===== src/hw/fures_pkg.sv =====
// constants for the flash unlock and row erase sequencer
package fures_pkg;
  localparam int unsigned  CLK_PERIOD_NS = 10;
  localparam int unsigned  ERASE_TIME_NS = 2_000_000;
  localparam int unsigned  ERASE_CYCLES  = ERASE_TIME_NS / CLK_PERIOD_NS;
  localparam int unsigned  FORCED_NOPS   = 2;
  localparam logic [7:0]   UNLOCK_KEY1   = 8'h55;
  localparam logic [7:0]   UNLOCK_KEY2   = 8'hAA;
  localparam int unsigned  ROW_LSB       = 5;
  localparam int unsigned  ROW_W         = 10;
  localparam int unsigned  TIMER_W       = 18;
  localparam logic [17:0]  TIMER_RST     = 18'h00000;
  localparam logic [9:0]   ROW_RST       = 10'h000;

  typedef enum logic [1:0] {
    FURES_U_IDLE,
    FURES_U_KEY1,
    FURES_U_ARMED
  } fures_unlock_e;

  typedef enum logic [1:0] {
    FURES_S_IDLE,
    FURES_S_NOP1,
    FURES_S_NOP2,
    FURES_S_BUSY
  } fures_state_e;
endpackage : fures_pkg


===== src/hw/fures_top.sv =====
// flash unlock guard and row erase / program sequencer
`timescale 1ns/100ps
`default_nettype none

module fures_top
  import fures_pkg::*;
#(
  parameter int unsigned ERASE_CYC = fures_pkg::ERASE_CYCLES
)
(
  input  wire logic        clk_sys_i,
  input  wire logic        rst_n_i,
  input  wire logic        instr_valid_i,
  input  wire logic        irq_taken_i,
  input  wire logic        unlock_wr_i,
  input  wire logic [7:0]  unlock_data_i,
  input  wire logic        write_start_set_i,
  input  wire logic        write_enable_bit_i,
  input  wire logic        config_space_select_i,
  input  wire logic        latch_only_load_bit_i,
  input  wire logic        erase_select_i,
  input  wire logic [6:0]  program_address_high_i,
  input  wire logic [7:0]  program_address_low_i,
  output var  logic        write_start_bit_o,
  output var  logic        force_nop_o,
  output var  logic        core_stall_o,
  output var  logic        erase_start_o,
  output var  logic        program_start_o,
  output var  logic        userid_write_o,
  output var  logic        latch_load_o,
  output var  logic [9:0]  row_addr_o
);
  import fures_pkg::*;

  localparam logic [TIMER_W-1:0] STALL_LAST = TIMER_W'(ERASE_CYC - 1);

  fures_unlock_e       unlock_st;
  fures_unlock_e       next_unlock_st;
  fures_state_e        state;
  fures_state_e        next_state;
  logic [TIMER_W-1:0]  timer;
  logic [TIMER_W-1:0]  next_timer;
  logic                long_op;
  logic                next_long_op;
  logic                next_write_start_bit;
  logic                next_force_nop;
  logic                next_core_stall;
  logic                next_erase_start;
  logic                next_program_start;
  logic                next_userid_write;
  logic                next_latch_load;
  logic [ROW_W-1:0]    next_row_addr;
  logic                go;

  // word-select bits dropped so any address in a row names that row
  function automatic logic [ROW_W-1:0] row_of(input logic [6:0] hi, input logic [7:0] lo);
    row_of = {hi, lo[7:ROW_LSB]};
  endfunction : row_of

  // unlock tracker: any other instruction or an interrupt breaks it
  always_comb
  begin
    next_unlock_st = unlock_st;
    if (state != FURES_S_IDLE || irq_taken_i)
    begin
      next_unlock_st = FURES_U_IDLE;
    end
    else if (unlock_wr_i)
    begin
      if (unlock_data_i == UNLOCK_KEY1)
      begin
        next_unlock_st = FURES_U_KEY1;
      end
      else if (unlock_data_i == UNLOCK_KEY2 && unlock_st == FURES_U_KEY1)
      begin
        next_unlock_st = FURES_U_ARMED;
      end
      else
      begin
        next_unlock_st = FURES_U_IDLE;
      end
    end
    else if (instr_valid_i || write_start_set_i)
    begin
      next_unlock_st = FURES_U_IDLE;
    end
  end

  always_ff @(posedge clk_sys_i or negedge rst_n_i)
  begin
    if (!rst_n_i)
    begin
      unlock_st <= FURES_U_IDLE;
    end
    else
    begin
      unlock_st <= next_unlock_st;
    end
  end

  // a write that is refused still forces the nops but starts nothing
  assign go = (unlock_st == FURES_U_ARMED) && !irq_taken_i && write_enable_bit_i;

  always_comb
  begin
    next_state           = state;
    next_timer           = timer;
    next_long_op         = long_op;
    next_write_start_bit = write_start_bit_o;
    next_force_nop       = 1'h0;
    next_core_stall      = 1'h0;
    next_erase_start     = 1'h0;
    next_program_start   = 1'h0;
    next_userid_write    = 1'h0;
    next_latch_load      = 1'h0;
    next_row_addr        = row_addr_o;
    unique case (state)
      FURES_S_IDLE:
      begin
        if (write_start_set_i)
        begin
          next_state           = FURES_S_NOP1;
          next_force_nop       = 1'h1;
          next_write_start_bit = 1'h1;
          next_long_op         = 1'h0;
          if (go)
          begin
            next_row_addr = row_of(program_address_high_i, program_address_low_i);
            if (erase_select_i)
            begin
              // config space erase is not a program memory row erase
              next_erase_start = !config_space_select_i;
              next_long_op     = !config_space_select_i;
            end
            else if (latch_only_load_bit_i)
            begin
              next_latch_load = 1'h1;
            end
            else
            begin
              next_program_start = !config_space_select_i;
              next_userid_write  = config_space_select_i;
              next_long_op       = 1'h1;
            end
          end
        end
      end
      FURES_S_NOP1:
      begin
        next_state     = FURES_S_NOP2;
        next_force_nop = 1'h1;
      end
      FURES_S_NOP2:
      begin
        if (long_op)
        begin
          next_state      = FURES_S_BUSY;
          next_core_stall = 1'h1;
          next_timer      = STALL_LAST;
        end
        else
        begin
          next_state           = FURES_S_IDLE;
          next_write_start_bit = 1'h0;
        end
      end
      FURES_S_BUSY:
      begin
        // only instruction issue halts; clocks never gate here
        if (timer == TIMER_RST)
        begin
          next_state           = FURES_S_IDLE;
          next_write_start_bit = 1'h0;
        end
        else
        begin
          next_timer      = timer - TIMER_W'(1);
          next_core_stall = 1'h1;
        end
      end
    endcase
  end

  always_ff @(posedge clk_sys_i or negedge rst_n_i)
  begin
    if (!rst_n_i)
    begin
      state             <= FURES_S_IDLE;
      timer             <= TIMER_RST;
      long_op           <= 1'h0;
      write_start_bit_o <= 1'h0;
      force_nop_o       <= 1'h0;
      core_stall_o      <= 1'h0;
      erase_start_o     <= 1'h0;
      program_start_o   <= 1'h0;
      userid_write_o    <= 1'h0;
      latch_load_o      <= 1'h0;
      row_addr_o        <= ROW_RST;
    end
    else
    begin
      state             <= next_state;
      timer             <= next_timer;
      long_op           <= next_long_op;
      write_start_bit_o <= next_write_start_bit;
      force_nop_o       <= next_force_nop;
      core_stall_o      <= next_core_stall;
      erase_start_o     <= next_erase_start;
      program_start_o   <= next_program_start;
      userid_write_o    <= next_userid_write;
      latch_load_o      <= next_latch_load;
      row_addr_o        <= next_row_addr;
    end
  end

  // helper: length of the current stall
  logic [TIMER_W-1:0] stall_len;
  always_ff @(posedge clk_sys_i or negedge rst_n_i)
  begin
    if (!rst_n_i)
    begin
      stall_len <= TIMER_RST;
    end
    else
    begin
      stall_len <= core_stall_o ? stall_len + TIMER_W'(1) : TIMER_RST;
    end
  end

  logic any_start;
  assign any_start = erase_start_o || program_start_o || latch_load_o || userid_write_o;
endmodule : fures_top

`default_nettype wire


===== config.mk =====
export PLATFORM = sky130hd
export DESIGN_NAME = fures_top
export DESIGN_NICKNAME = d
export VERILOG_FILES = /design/src/hw/fures_pkg.sv /design/src/hw/fures_top.sv
export SDC_FILE = /design/constraint.sdc
export NUM_CORES = 1
export LEC_CHECK = 0
export BUFFER_PORTS_ARGS = -buffer_cell sky130_fd_sc_hd__clkbuf_2
export CORE_MARGIN = 3
export CORE_UTILIZATION = 56
export DETAILED_ROUTE_END_ITERATION = 12
export GPL_TIMING_DRIVEN = 0
export PLACE_DENSITY = 0.91
export SYNTH_ARGS = -nofsm -noshare
export SYNTH_HDL_FRONTEND = slang
export SYNTH_SLANG_ARGS = --single-unit

===== constraint.sdc =====
create_clock -name clk_sys_i -period 4.7 [get_ports clk_sys_i]
set_clock_uncertainty 0.2 [all_clocks]
set_input_delay 0.47 -clock clk_sys_i [delete_from_list [all_inputs] [get_ports clk_sys_i]]
set_output_delay 0.47 -clock clk_sys_i [all_outputs]
set_load 0.1 [all_outputs]

Word level (Yosys, flattened, before mapping)

Index checks and enable logic that the tools add are counted.

Register bits after elaboration: 40
Input bits: 33
Output and inout bits: 17
Logic and storage cells: 86

Add/sub/neg operators: 1
Eq/ne operators: 12
Muxes and demuxes: 43
Reduce and logical (&&, ||, !) cells: 18

Operators with widths:

| kind                    | number |
|---|---|
| $mux W18                | 2 |
| $pmux W18 S2            | 1 |
| $mux W1                 | 28 |
| $logic_not A18 Y1       | 1 |
| $sub A18 B1 Y18 const B | 1 |
| $mux W2                 | 8 |
| $ne A2 B2 Y1 const B    | 5 |
| $eq A8 B7 Y1 const B    | 1 |
| $eq A8 B8 Y1 const B    | 1 |
| $pmux W2 S4             | 1 |
| $eq A2 B2 Y1 const B    | 3 |
| $reduce_and A3 Y1       | 2 |
| $reduce_bool A3 Y1      | 2 |
| $eq A2 B1 Y1 const B    | 2 |
| $pmux W1 S2             | 2 |
| $reduce_and A2 Y1       | 2 |
| $reduce_and A4 Y1       | 1 |
| $reduce_bool A2 Y1      | 2 |
| $logic_and A1 B1 Y1     | 3 |
| $pmux W1 S3             | 1 |
| $logic_not A1 Y1        | 2 |
| $logic_not A2 Y1        | 1 |
| $logic_or A1 B1 Y1      | 2 |

Depth between registers and ports, before layout

Depth after elaboration: 6
Gate-level depth with buffers: 8
Depth with buffers taken out: 7

Worst setup path before layout

OpenSTA, ideal clock, no wires.

Path kind: register to register
Start point: register timer[0]
End point: register timer[3]
Setup time: 0.131 ns
Data arrival time: 1.883 ns
Data required time: 4.369 ns
Slack: 2.486 ns
Stages on the path, launching flop included: 9
Buffers on the path: 1
Period minus slack after synthesis: 2.214 ns
Cell sequence: dfrtp_1 inv_1 ha_1 or2b_2 nor4_2 a21oi_1 buf_2 a211oi_1 a31oi_1

Longest elaborated chain between the ends: 3
Elaborated cells between the ends (all ways): 6
Classes of those cells: 1 x add/sub; 1 x eq/ne; 2 x mux; 2 x reduce/logical

RTL lines:

| element                                              | RTL line                           | text |
|---|---|---|
| start: declaration                                   | fures_top.sv:41                    | `logic [TIMER_W-1:0] timer;` |
| start signal: assignment                             | fures_top.sv:203                   | `timer <= next_timer;` |
| $sub A18 B1 Y18 or $logic_not A18 Y1 (tied branches) | fures_top.sv:177, fures_top.sv:170 |  |
| $mux W18 or $ne A2 B2 Y1 (tied branches)             | -                                  |  |
| $pmux W18 S2 or $reduce_and A3 Y1 (tied branches)    | -                                  |  |

Several ways; a longest one is shown, not always the timed one. The select of a mux whose other input is x is not followed.
A chain may end at the register's enable or synchronous reset.

Worst setup path after layout

Ends and elaborated chain as after synthesis.

==> results.sh <==
export IMPL_status="finished, final reports clean"
export IMPL_rrSetupSlack_ns=2.21
export IMPL_required_ns=4.73
export IMPL_via_per_inst=5.71
export IMPL_grt_first_pass_wirelength_mm=6.56
export IMPL_cp_arrival_ns=2.52
export IMPL_port_buffers=44
export IMPL_synthCells=162
export IMPL_final_util_pct=71.2
export IMPL_antenna_found_initial=0
export IMPL_num_vias=1474
export IMPL_crit_buf_inv=2
export IMPL_rows=20
export IMPL_cts_tree="built"
export IMPL_gp_congestion=0.820
export IMPL_yosys_most_used_dff="dfrtp_1"
export IMPL_leakage_nw=1.13
export IMPL_synth_area_leaders="dfrtp_1 (53%), mux2_2 (6.0%), a21oi_1 (3.2%)"
export IMPL_slew_headroom_pct=35.9
export IMPL_layout_nets=247
export IMPL_slowest_stage="dfrtp_1"
export IMPL_cts_buffers=5
export IMPL_setup_viol=0
export IMPL_clock_latency_ns=0.35
export IMPL_ys_ff_latch=40
export IMPL_synthesis_nets=196
export IMPL_setup_tns_ns=0
export IMPL_synth_seq_area_share_pct=53.4
export IMPL_r2r_start="timer[0]"
export IMPL_yosys_warnings=0
export IMPL_synth_top_cell_by_area="dfrtp_1"
export IMPL_worstSetupStartpointType="flop"
export IMPL_core_region_area_um2=3130
export IMPL_irDropWorstVdd_uv=202
export IMPL_wl_per_cell_um=15.1
export IMPL_place_area_um2=2150
export IMPL_yosys_top_cells_count="dfrtp_1 (40), nor2_1 (14), a21oi_1 (12), mux2_2 (10), nand2_1 (10)"
export IMPL_crit_cells=8
export IMPL_r2r_end="timer[3]"
export IMPL_synth_distinct_cells=43
export IMPL_period_share_pct=52.9
export IMPL_grt_start_max_net_pins=41
export IMPL_crit_chain="inv_1 -> ha_1 -> or2b_2 -> nor4_2 -> a21oi_1 -> buf_2 -> a211oi_1 -> a31oi_1"
export IMPL_worstRegToRegCells=8
export IMPL_yosysTopAreaCellShare_pct=53.4
export IMPL_grt_pass1_vias=1480
export IMPL_finalCriticalPeriod_ns=2.49
export IMPL_critPathKind="flop to flop"
export IMPL_clkSinkCount=40
export IMPL_die_w_um=63.9
export IMPL_fmax_mhz=402
export IMPL_worst_slew_pin_slew_ns=0.961
export IMPL_antenna_left=0
export IMPL_drcViolationCount=0
export IMPL_slowest_delay_ns=0.48
export IMPL_cp_end_kind="flop"
export IMPL_maxSlewViolCount=0
export IMPL_crit_family="simple AND/OR/NAND/NOR gates"
export IMPL_htree_levels=2
export IMPL_boundaryPins=50
export IMPL_finalHoldViolations=0
export IMPL_grt_total_usage_pct=21.0
export IMPL_maxCapViolCount=0
export IMPL_post_synth_top_count_cell="dfrtp_1"
export IMPL_hpwlAfterDp_mm=2.95
export IMPL_path_clk_slew_ns=0.11
export IMPL_hold_class="primary input to async pin"
export IMPL_area_delta_synth_final_pct=18.8
export IMPL_start_util_pct=59.9
export IMPL_cts_resized=0
export IMPL_synth_edf_count=0
export IMPL_postCtsSetupBuffers=0
export IMPL_dieArea_um2=4080
export IMPL_power_density_nw_per_um2=444
export IMPL_synth_area_per_cell_um2=11.6
export IMPL_grt_overflow=0
export IMPL_drt_total_wl_mm=3.90
export IMPL_dr_pass1_iters=4
export IMPL_initialDrtViolationCount=104
export IMPL_final_cell_area_um2=2230
export IMPL_crit_path_end="timer[3]"
export IMPL_netlist_area_um2=1870
export IMPL_cts_hold_repair_buffers=0
export IMPL_max_clock_path_buffers=2
export IMPL_die_h_um=63.9
export IMPL_drive_gt1_share_pct=36.0
export IMPL_antenna_cells=0
export IMPL_startpoint="timer[0]"
export IMPL_rsz0062_at_grt="false"
export IMPL_worst_path_max_fanout=10
export IMPL_async_reset_ff_share_pct=100
export IMPL_root_buffer="clkbuf_4"
placed cells by master (no fill, tap or decap), types with 2 or more instances in the layout:
cell      netlist  final
o31ai_1         4      4
xor2_1          3      3
nand3_1         5      5
dfrtp_1        40     40
nand2_1        10     10
nor2_1         14     14
clkbuf_4        0      5
nand4_1         3      3
a21oi_1        12     12
a211o_1         2      2
nor4b_1         3      3
a211oi_1        3      3
or4_4           3      3
a31oi_1         2      2
and3b_1         2      2
clkbuf_1        1      2
or3_1           2      2
nor4bb_1        2      2
mux2_2         10     10
or2_2           2      2
nand4b_1        3      3
clkbuf_8        2      2
nor4_1          2      2
clkbuf_2        0     44
inv_1           3      3
buf_2           2      2
nor3_1          7      7
mux2i_1         3      3
how the worst min path moves through the flow:
stage	start	to	slack, ns	cells past startpoint
after global placement	timer[9]	timer[9]	0.27	1
after detailed placement	timer[9]	timer[9]	0.29	1
after global routing	config_space_select_i	program_start_o	0.09	2
after CTS	rst_n_i	long_op	0.08	1
after floorplan	rst_n_i	core_stall_o	-0.03	0
final	rst_n_i	timer[17]	0.05	1
layer usage:
layer  share of wire [%]  GRT usage, %
met3                 5.8          7.38
met4                 1.8          8.09
met1                  42          25.2
met5                   0             0
met2                  50          34.3
registers in the layout (all words and copies together), names as in the netlist:
signal,count
unlock_st,2
userid_write_o,1
write_start_bit_o,1
latch_load_o,1
force_nop_o,1
row_addr_o,10
erase_start_o,1
timer,18
core_stall_o,1
long_op,1
program_start_o,1
state,2
worst register-to-register path, stage by stage (launching register included):
cell	delay, ns
dfrtp_1	0.48
inv_1	0.09
ha_1	0.19
or2b_2	0.32
nor4_2	0.44
a21oi_1	0.16
buf_2	0.21
a211oi_1	0.23
a31oi_1	0.07
cell type report:
type	count	area, um2
plain buffers	5	41.3
clock buffers	6	41.3
clock inverters	2	35.0
fillers	223	902
inverters	3	11.3
multi-input cells	114	821
flip-flops and latches	40	1000
well taps	44	55.1
repair buffers	44	220
kinds of logic after synthesis:
logic type	Yosys count	synth area share, %
compound gates	30	11.5
xor+xnor	4	1.87
fa+ha+maj	1	0.667
buf+inv	8	2.80
flops	40	53.4
mux	13	7.61
simple gates	66	22.2
metrics by stage:
step                      hold WS, ns  worst slack, ns  cells  power, mW
after floorplan               -0.0256             2.49    162      0.691
after global placement          0.270             2.27    250      0.761
after detailed placement        0.294             2.21    250      0.773
after CTS                      0.0844             2.19    258      0.997
after global routing           0.0911             2.06    258       1.04
final                          0.0493             2.21    258      0.989
power by group:
group          switching (mW)  internal [mW]  leakage, nW
registers              0.0378          0.380        0.553
logic                   0.236          0.113        0.537
clock network           0.111          0.111       0.0422
(Power assumes the default switching activity.)
